==> src/hdl/gdio_pkg.sv <==
/*
 * Shared constants and types of the general digital I/O port.
 * Assumes a single system clock domain and plain strobe ports for register access.
 */
package gdio_pkg;
	localparam int GDIO_WIDTH_DEF = 8;
	localparam logic GDIO_DIR_RST = 1'b0;
	localparam logic GDIO_LATCH_RST = 1'b0;
	localparam logic GDIO_SAMPLE_RST = 1'b0;
	localparam int GDIO_IDX_W_DEF = 3;
	localparam int GDIO_ECHO_CYCLES = 1;

	typedef enum logic [1:0] {
		GDIO_REG_LATCH = 2'b00,
		GDIO_REG_DIR = 2'b01,
		GDIO_REG_SAMPLE = 2'b10
	} gdio_reg_t;
endpackage

==> src/hdl/gdio_sync.sv <==
/*
 * Input synchroniser: a falling-edge flop standing in for a latch open while the clock is high, then a flop.
 * Assumes the latch output is read by the flop only.
 */
`timescale 1ns/1ns
module gdio_sync
	import gdio_pkg::*;
#(
	parameter int WIDTH = GDIO_WIDTH_DEF
) (
	input wire logic clk_sys,
	input wire logic nrst,
	input wire logic [WIDTH-1:0] level_in,
	output logic [WIDTH-1:0] sample_r
);
	logic [WIDTH-1:0] hold_lat;

	// Keeps the level seen when the high phase closes, like the high-phase latch,
	// so the rising-edge flop never races the latch opening
	always_ff @(negedge clk_sys or negedge nrst) begin
		if (!nrst) begin
			hold_lat <= {WIDTH{GDIO_SAMPLE_RST}};
		end else begin
			hold_lat <= level_in;
		end
	end

	always_ff @(posedge clk_sys or negedge nrst) begin
		if (!nrst) begin
			sample_r <= {WIDTH{GDIO_SAMPLE_RST}};
		end else begin
			sample_r <= hold_lat;
		end
	end
endmodule

==> src/hdl/gdio_pad.sv <==
/*
 * Pad control of one pin: direction, drive, pull-up and input enable,
 * with alternate-function overrides. Assumes registers come from the port.
 */
`timescale 1ns/1ns
module gdio_pad (
	input wire logic nrst,
	input wire logic dir_bit,
	input wire logic latch_bit,
	input wire logic pullup_off,
	input wire logic sleep,
	input wire logic ext_int_en,
	input wire logic alt_pu_oe,
	input wire logic alt_pu_ov,
	input wire logic alt_dir_oe,
	input wire logic alt_dir_ov,
	input wire logic alt_val_oe,
	input wire logic alt_val_ov,
	input wire logic alt_die_oe,
	input wire logic alt_die_ov,
	output logic drive_en,
	output logic drive_val,
	output logic pullup_en,
	output logic input_en
);
	wire dir_eff = alt_dir_oe ? alt_dir_ov : dir_bit;
	wire pu_plain = !dir_bit && latch_bit && !pullup_off;
	wire pu_eff = alt_pu_oe ? alt_pu_ov : pu_plain;
	wire clamp = sleep && !ext_int_en;

	// Reset tri-states without a clock
	assign drive_en = nrst && dir_eff;
	assign drive_val = alt_val_oe ? alt_val_ov : latch_bit;
	assign pullup_en = nrst && pu_eff;
	assign input_en = alt_die_oe ? alt_die_ov : !clamp;
endmodule

==> src/hdl/gdio_port.sv <==
/*
 * General digital I/O port: direction, output latch and input sample
 * registers, toggle on sample write, single-bit set and clear.
 * Assumes a host driving one-cycle write strobes on clk_sys and
 * an external wire resolving pin level from drive and pull-up.
 */
`timescale 1ns/1ns
// Notes on behaviour
// Direction bit one drives the pin; zero makes it an input.
// Input with latch one and pull-ups allowed enables the pull-up.
// Global pull-up disable switches off every pull-up; a pin with alt_pu_oe set keeps alt_pu_ov.
// Output pin drives the latch value.
// Reset tri-states every pin with no clock needed.
// Writing one to a sample bit inverts that latch bit.
// Sample bit shows the synchronised pin level in any direction.
// Synchroniser is a falling-edge flop, standing in for a high-phase latch, followed by a rising-edge flop.
// Pin edges reach the sample bit after half to one and a half periods.
// Software-written value reads back one clock later; host waits a cycle.
// Host passes through pull-up or output low between tri-state and high.
// Host passes through tri-state or output high between pull-up and low.
// Single-bit set or clear touches only the addressed pin.
// Three separately selected registers: latch, direction, sample.
// Sample is read-only; latch and direction are read and write.
// Alternate functions on some pins leave the others unaffected.
// Sleep clamps inputs low except interrupt or override pins.
// Width is a parameter; direction and latch clear on reset.
module gdio_port
	import gdio_pkg::*;
#(
	parameter int WIDTH = GDIO_WIDTH_DEF,
	parameter int IDX_W = GDIO_IDX_W_DEF
) (
	input wire logic clk_sys,
	input wire logic nrst,
	input wire logic wr_en,
	input wire gdio_reg_t wr_sel,
	input wire logic [WIDTH-1:0] wr_data,
	input wire logic bit_op_en,
	input wire gdio_reg_t bit_op_sel,
	input wire logic [IDX_W-1:0] bit_op_idx,
	input wire logic bit_op_set,
	input wire logic global_pullup_disable,
	input wire logic sleep,
	input wire logic [WIDTH-1:0] ext_int_en,
	input wire logic [WIDTH-1:0] alt_pu_oe,
	input wire logic [WIDTH-1:0] alt_pu_ov,
	input wire logic [WIDTH-1:0] alt_dir_oe,
	input wire logic [WIDTH-1:0] alt_dir_ov,
	input wire logic [WIDTH-1:0] alt_val_oe,
	input wire logic [WIDTH-1:0] alt_val_ov,
	input wire logic [WIDTH-1:0] alt_die_oe,
	input wire logic [WIDTH-1:0] alt_die_ov,
	input wire logic [WIDTH-1:0] pin_in,
	output logic [WIDTH-1:0] pin_out,
	output logic [WIDTH-1:0] pin_oe,
	output logic [WIDTH-1:0] pin_pullup_en,
	output logic [WIDTH-1:0] pin_input_sample_bit,
	output logic [WIDTH-1:0] direction_register,
	output logic [WIDTH-1:0] output_latch_register,
	output logic [WIDTH-1:0] input_sample_register
);
	logic [WIDTH-1:0] dir_r;
	logic [WIDTH-1:0] dir_nxt;
	logic [WIDTH-1:0] latch_r;
	logic [WIDTH-1:0] latch_nxt;
	logic [WIDTH-1:0] sample_r;
	logic [WIDTH-1:0] input_en;
	logic [WIDTH-1:0] drive_val;

	// Register select decode
	wire wr_dir = wr_en && (wr_sel == GDIO_REG_DIR);
	wire wr_latch = wr_en && (wr_sel == GDIO_REG_LATCH);
	wire wr_sample = wr_en && (wr_sel == GDIO_REG_SAMPLE);

	// Single-bit operation mask
	wire [WIDTH-1:0] bit_mask = {{(WIDTH-1){1'b0}}, 1'b1} << bit_op_idx;
	wire bop_dir = bit_op_en && (bit_op_sel == GDIO_REG_DIR);
	wire bop_latch = bit_op_en && (bit_op_sel == GDIO_REG_LATCH);
	wire bop_sample = bit_op_en && (bit_op_sel == GDIO_REG_SAMPLE);

	// Direction next value
	wire [WIDTH-1:0] dir_bitop = bit_op_set ? (dir_r | bit_mask) : (dir_r & ~bit_mask);
	wire [WIDTH-1:0] dir_word = wr_dir ? wr_data : dir_r;
	assign dir_nxt = bop_dir ? dir_bitop : dir_word;

	// Latch next value: plain write, bit op, then toggle
	wire [WIDTH-1:0] latch_bitop = bit_op_set ? (latch_r | bit_mask) : (latch_r & ~bit_mask);
	wire [WIDTH-1:0] latch_word = wr_latch ? wr_data : latch_r;
	wire [WIDTH-1:0] latch_base = bop_latch ? latch_bitop : latch_word;
	wire [WIDTH-1:0] tog_word = wr_sample ? wr_data : {WIDTH{1'b0}};
	wire [WIDTH-1:0] tog_bit = (bop_sample && bit_op_set) ? bit_mask : {WIDTH{1'b0}};
	assign latch_nxt = latch_base ^ tog_word ^ tog_bit;

	always_ff @(posedge clk_sys or negedge nrst) begin
		if (!nrst) begin
			dir_r <= {WIDTH{GDIO_DIR_RST}};
			latch_r <= {WIDTH{GDIO_LATCH_RST}};
		end else begin
			dir_r <= dir_nxt;
			latch_r <= latch_nxt;
		end
	end

	// Per-pin pad control
	genvar gi;
	generate
		for (gi = 0; gi < WIDTH; gi++) begin : g_pin
			gdio_pad u_pad (
				.nrst(nrst),
				.dir_bit(dir_r[gi]),
				.latch_bit(latch_r[gi]),
				.pullup_off(global_pullup_disable),
				.sleep(sleep),
				.ext_int_en(ext_int_en[gi]),
				.alt_pu_oe(alt_pu_oe[gi]),
				.alt_pu_ov(alt_pu_ov[gi]),
				.alt_dir_oe(alt_dir_oe[gi]),
				.alt_dir_ov(alt_dir_ov[gi]),
				.alt_val_oe(alt_val_oe[gi]),
				.alt_val_ov(alt_val_ov[gi]),
				.alt_die_oe(alt_die_oe[gi]),
				.alt_die_ov(alt_die_ov[gi]),
				.drive_en(pin_oe[gi]),
				.drive_val(drive_val[gi]),
				.pullup_en(pin_pullup_en[gi]),
				.input_en(input_en[gi])
			);
		end
	endgenerate

	// Clamped input seen by the synchroniser
	wire [WIDTH-1:0] pin_level = pin_in & input_en;

	gdio_sync #(
		.WIDTH(WIDTH)
	) u_sync (
		.clk_sys(clk_sys),
		.nrst(nrst),
		.level_in(pin_level),
		.sample_r(sample_r)
	);

	// Outputs
	assign pin_out = drive_val;
	assign pin_input_sample_bit = sample_r;
	assign direction_register = dir_r;
	assign output_latch_register = latch_r;
	assign input_sample_register = sample_r;

	wire no_alt_dir = (alt_dir_oe == {WIDTH{1'b0}});
	wire no_alt_pu = (alt_pu_oe == {WIDTH{1'b0}});
	wire no_alt_val = (alt_val_oe == {WIDTH{1'b0}});
	wire any_reg_op = wr_en || bit_op_en;

	always_comb begin
		chk_reset_tristate: assert (nrst || (pin_oe == {WIDTH{1'b0}} && pin_pullup_en == {WIDTH{1'b0}}))
		else $error("Pin driven or pulled during reset");
	end
endmodule

==> config.mk <==
export PLATFORM = sky130hd
export DESIGN_NAME = gdio_port
export DESIGN_NICKNAME = d
export VERILOG_FILES = /design/src/hdl/gdio_pkg.sv /design/src/hdl/gdio_sync.sv /design/src/hdl/gdio_pad.sv /design/src/hdl/gdio_port.sv
export SDC_FILE = /design/constraint.sdc
export NUM_CORES = 1
export LEC_CHECK = 0
export BUFFER_PORTS_ARGS = -buffer_cell sky130_fd_sc_hd__buf_2
export CORE_ASPECT_RATIO = 1.2
export CORE_MARGIN = 5
export CORE_UTILIZATION = 40
export CTS_BUF_LIST = sky130_fd_sc_hd__clkbuf_8
export CTS_CLUSTER_DIAMETER = 60
export CTS_CLUSTER_SIZE = 12
export DETAILED_ROUTE_END_ITERATION = 10
export PLACE_DENSITY_LB_ADDON = 0.3
export SLEW_MARGIN = 20
export SYNTH_ARGS = -nofsm -noshare
export SYNTH_HDL_FRONTEND = slang
export SYNTH_SLANG_ARGS = --single-unit
==> constraint.sdc <==
create_clock -name clk_sys -period 1.4 [get_ports clk_sys]
set_input_delay 0.28 -clock clk_sys [delete_from_list [all_inputs] [get_ports clk_sys]]
set_output_delay 0.28 -clock clk_sys [all_outputs]
set_load 0.05 [all_outputs]
# Word-level counts from Yosys, hierarchy flattened

Cells that the tools add are included.

Memory bits (read-only): 0
Memories kept: 0
RAM bits: 0
Register bits: 32
Bits of input ports: 102
Latch bits: 0
Word-level logic and storage cells: 132

Reduce and logical (&&, ||, !) cells: 75
Mux-type cells: 40
Bitwise logic cells: 8
Shift-type cells: 1
Multipliers: 0
Divide/modulo/power cells: 0
Add/subtract/negate cells: 0
$lt $le $gt $ge: 0
Eq/ne operators: 4

Operator list:

| cell                                                | count |
|---|---|
| 2-to-1 mux 8 bit                                    | 8 |
| logical AND 1 bit                                   | 47 |
| 2-to-1 mux 1 bit                                    | 32 |
| logical NOT 1 bit                                   | 25 |
| AND 8 bit                                           | 3 |
| OR 8 bit                                            | 2 |
| XOR 8 bit                                           | 2 |
| NOT 8 bit                                           | 1 |
| << shifter 1 x 3 -> 8 bit, first input constant     | 1 |
| equality test 2 x 1 -> 1 bit, second input constant | 2 |
| equality test 2 bit, second input constant          | 2 |
| logical NOT 2 bit                                   | 2 |
| nonzero test 2 bit                                  | 1 |

# Logic depth before layout (Yosys ltp)

Word-level depth: 7
Mapped depth: 6
Mapped depth without buffers: 4

# By module

From an unflattened synthesis, not the netlist that was laid out.

Cells, all modules: 239
Area, all modules: 2252.2 um^2

Modules (own cells, without submodules):

| module    | cells an instance | seq. area each (um^2) | area each (um^2) | times used |
|---|---|---|---|---|
| gdio_port | 151               | 400.4                 | 1331.3           | 1 |
| gdio_pad  | 9                 | 0.0                   | 65.1             | 8 |
| gdio_sync | 16                | 400.4                 | 400.4            | 1 |

==> results.sh <==
export IMPL_hold_class="primary input to flip-flop"
export IMPL_clkPwrFrac_pct=17.4
export IMPL_dp_hpwl_um=5470
export IMPL_final_cell_mix="buf_2, buf_6, buf_4, a21oi_1, dfrtp_1"
export IMPL_worstSetupEndpointType="output port"
export IMPL_hold_start="wr_data[0]"
export IMPL_crit_path_max_fanout=2
export IMPL_drt_initial_drc_count=77
export IMPL_ios=158
export IMPL_synth_ff_type="dfrtp_1"
export IMPL_grt_usage_pct=19.4
export IMPL_netlist_area_um2=2520
export IMPL_grt_pass1_wl_um=12100
export IMPL_fin_ws_ps=-209
export IMPL_setup_viol=24
export IMPL_gp_congestion=0.806
export IMPL_place_ws_ps=-174
export IMPL_cts_made_buffers=5
export IMPL_fp_coreArea_um2=6090
export IMPL_grt_pass1_vias=2633
export IMPL_crit_chain="nor4b_2 > a21oi_1 > nor2b_1 > buf_6"
export IMPL_synth_seq_area_share_pct=31.7
export IMPL_die_x_um=82.5
export IMPL_wl_per_cell_um=14.9
export IMPL_max_freq_ghz=0.621
export IMPL_die_y_um=97.0
export IMPL_die_area_um2=8000
export IMPL_synthTopCellsByArea="dfrtp_1, buf_4, dfrtn_1"
export IMPL_rsz0062_at_grt="yes"
export IMPL_status="complete, but fails checks"
export IMPL_vdd_drop_max_v=0.000615
export IMPL_synthToLayoutAreaGrowth_pct=59.4
export IMPL_stdcell_count=530
export IMPL_diodes=0
export IMPL_vias_per_cell=4.85
export IMPL_rows=31
export IMPL_synth_cell_types=31
export IMPL_synth_area_per_cell_um2=8.95
export IMPL_p_seq_share_pct=23.8
export IMPL_synth_seq_cells=32
export IMPL_via_count=2568
export IMPL_ant_nets=0
export IMPL_critPathArrivalTime_ps=1330
export IMPL_netSwitchingFraction_pct=40.9
export IMPL_drive_gt1_share_pct=56.9
export IMPL_synth_async_sr_flop_share_pct=100
export IMPL_hold_violations=0
export IMPL_numPortBuffers=157
export IMPL_pwr_share_comb_pct=58.9
export IMPL_gr_total_overflow=0
export IMPL_p_sw_uw=2070
export IMPL_cts_max_level=2
export IMPL_fin_nets=549
export IMPL_finish_instance_area_um2=4020
export IMPL_start_util_pct=41.4
export IMPL_slew_headroom_pct=44.6
export IMPL_synth_top_area_cell="dfrtp_1"
export IMPL_finalClockSkew_ps=7.43
export IMPL_final_common_cell="buf_2"
export IMPL_violations="setup timing"
export IMPL_cp_required_ps=1120
export IMPL_reg2reg_from="u_sync.hold_lat[6]$_DFF_NN0_"
export IMPL_p_leak_uw=0.00197
export IMPL_synth_edf_count=0
export IMPL_path_clk_slew_ps=70
export IMPL_clock_root_buffer="clkbuf_8"
export IMPL_period_minus_slack_ps=1610
export IMPL_drc=0
export IMPL_intPower_uw=2990
export IMPL_numClockSinks=32
export IMPL_synthDominantCellAreaShare_pct=23.8
export IMPL_maxCapViolCount=0
export IMPL_grt_max_degree=18
export IMPL_worst_skew_pair_late_latency_ps=290
export IMPL_ys_warn_count=0
export IMPL_fill_cells=512
export IMPL_syn_nets=384
export IMPL_dp_cells=504
export IMPL_cp_slowest_stage_delay_ps=400
export IMPL_crit_path_start_kind="flip-flop"
export IMPL_clockBufferDepth=2
export IMPL_crit_type="flip-flop to output port"
export IMPL_cts_tree="built"
export IMPL_fin_crit_sh_pct=115
export IMPL_worst_slew_pin_slew_ps=830
export IMPL_drv_slew=0
export IMPL_synthCells=282
export IMPL_slowest_stage="dfrtp_1"
export IMPL_drt_wl_total_um=7900
export IMPL_antenna_found_initial=0
export IMPL_firstDrtPassIters=4
export IMPL_placed_area_um2=3360
export IMPL_p_per_area_nw_per_um2=1260
==> cell families after synthesis <==
kind of cell | share of synthesized area (%)
buffers and inverters | 19.3
AND/OR/NAND/NOR | 18.1
AO/OA/AOI/OAI | 15.4
flip-flops | 31.7
multiplexers | 9.92
XOR/XNOR | 5.55
==> area by class of cell <==
| class | instances | area, µm² | area share (%) |
|---|---|---|---|
| Multi-Input combinational cell | 172 | 1320 | 32.7 |
| Timing Repair Buffer | 220 | 1640 | 40.7 |
| Clock buffer | 5 | 68.8 | 1.71 |
| Clock inverter | 3 | 38.8 | 0.964 |
| Tap cell | 82 | 103 | 2.55 |
| Inverter | 16 | 60.1 | 1.49 |
| Sequential cell | 32 | 801 | 19.9 |
==> worst paths after layout <==
check                      depth (start not counted)                            to  slack [ps]
min reg2reg                                        3                     flip-flop         680
max in group asynchronous                          3  u_sync.hold_lat[0]$_DFF_NN0_          90
max                                                4              pin_pullup_en[4]        -210
min                                                3                     flip-flop         360
max reg2reg                                        0  u_sync.sample_r[6]$_DFF_PN0_         250
min in group asynchronous                          3    asynchronous set/reset pin         440
==> power groups by stage <==
| stage | clock network, µW | logic, µW | registers [µW] |
|---|---|---|---|
| after CTS | 909 | 2830 | 1190 |
| after floorplan | 0 | 1690 | 1280 |
| after detailed placement | 0 | 2230 | 1180 |
| after global routing | 946 | 3140 | 1220 |
| after global placement | 0 | 2200 | 1180 |
| final | 880 | 2980 | 1200 |
==> cells in the mapped netlist, types with 2 or more instances <==
cell type and n:
inv_1 16, a21oi_1 24, mux2_2 8, dfrtp_1 24
or3b_1 2, nand3_1 3, nor4b_1 9, nand3b_1 4
nand2b_1 2, o22ai_1 8, buf_4 48, mux2i_1 16
o21ai_0 8, clkbuf_1 7, nor2_1 10, nand2_1 17
and3b_1 2, dfrtn_1 8, a31oi_1 8, buf_2 6
or3b_2 5, o221ai_2 8, xnor2_1 16, nor2b_1 16
==> per-layer routing <==
| metal | track usage (%) | vias to the layer above | share of wire [%] |
|---|---|---|---|
| met2 | 37.1 | 99 | 57 |
| met3 | 2.14 | 8 | 6.4 |
| met5 | 0 | - | 0 |
| met4 | 6.42 | 0 | 1.3 |
| met1 | 21.0 | 1197 | 36 |
| li1 | - | 1264 | - |
==> worst max-delay path, delay by kind of cell, from the launching register on <==
kind                   cells  cell delay [ps]
DFF                        1              400
AOI/OAI and AO/OA          1               60
buffers and inverters      1              180
and+or+nand+nor            2              400
==> timing repair <==
action                                  in CTS  in global routing
hold buffers                                 2                  0
endpoints found under the hold margin       24                  0
pin swaps                                    8                  0
buffers inserted                            13                  6
endpoints found under the setup margin      24                 48
resized for setup                          101                 19
==> through the flow <==
stage / hold WS, ps / power [µW] / utilization [%] / TNS [ps]
final: 363 / 5060 / 66.1 / -2720
after CTS: 358 / 4930 / 64.7 / -2650
after global routing: 381 / 5310 / 66.1 / -4200
after global placement: 265 / 3380 / 55.2 / -3020
after detailed placement: 261 / 3410 / 55.2 / -3440
after floorplan: -15.6 / 2970 / - / -838
No activity file was read; power rests on OpenSTA's default activity.
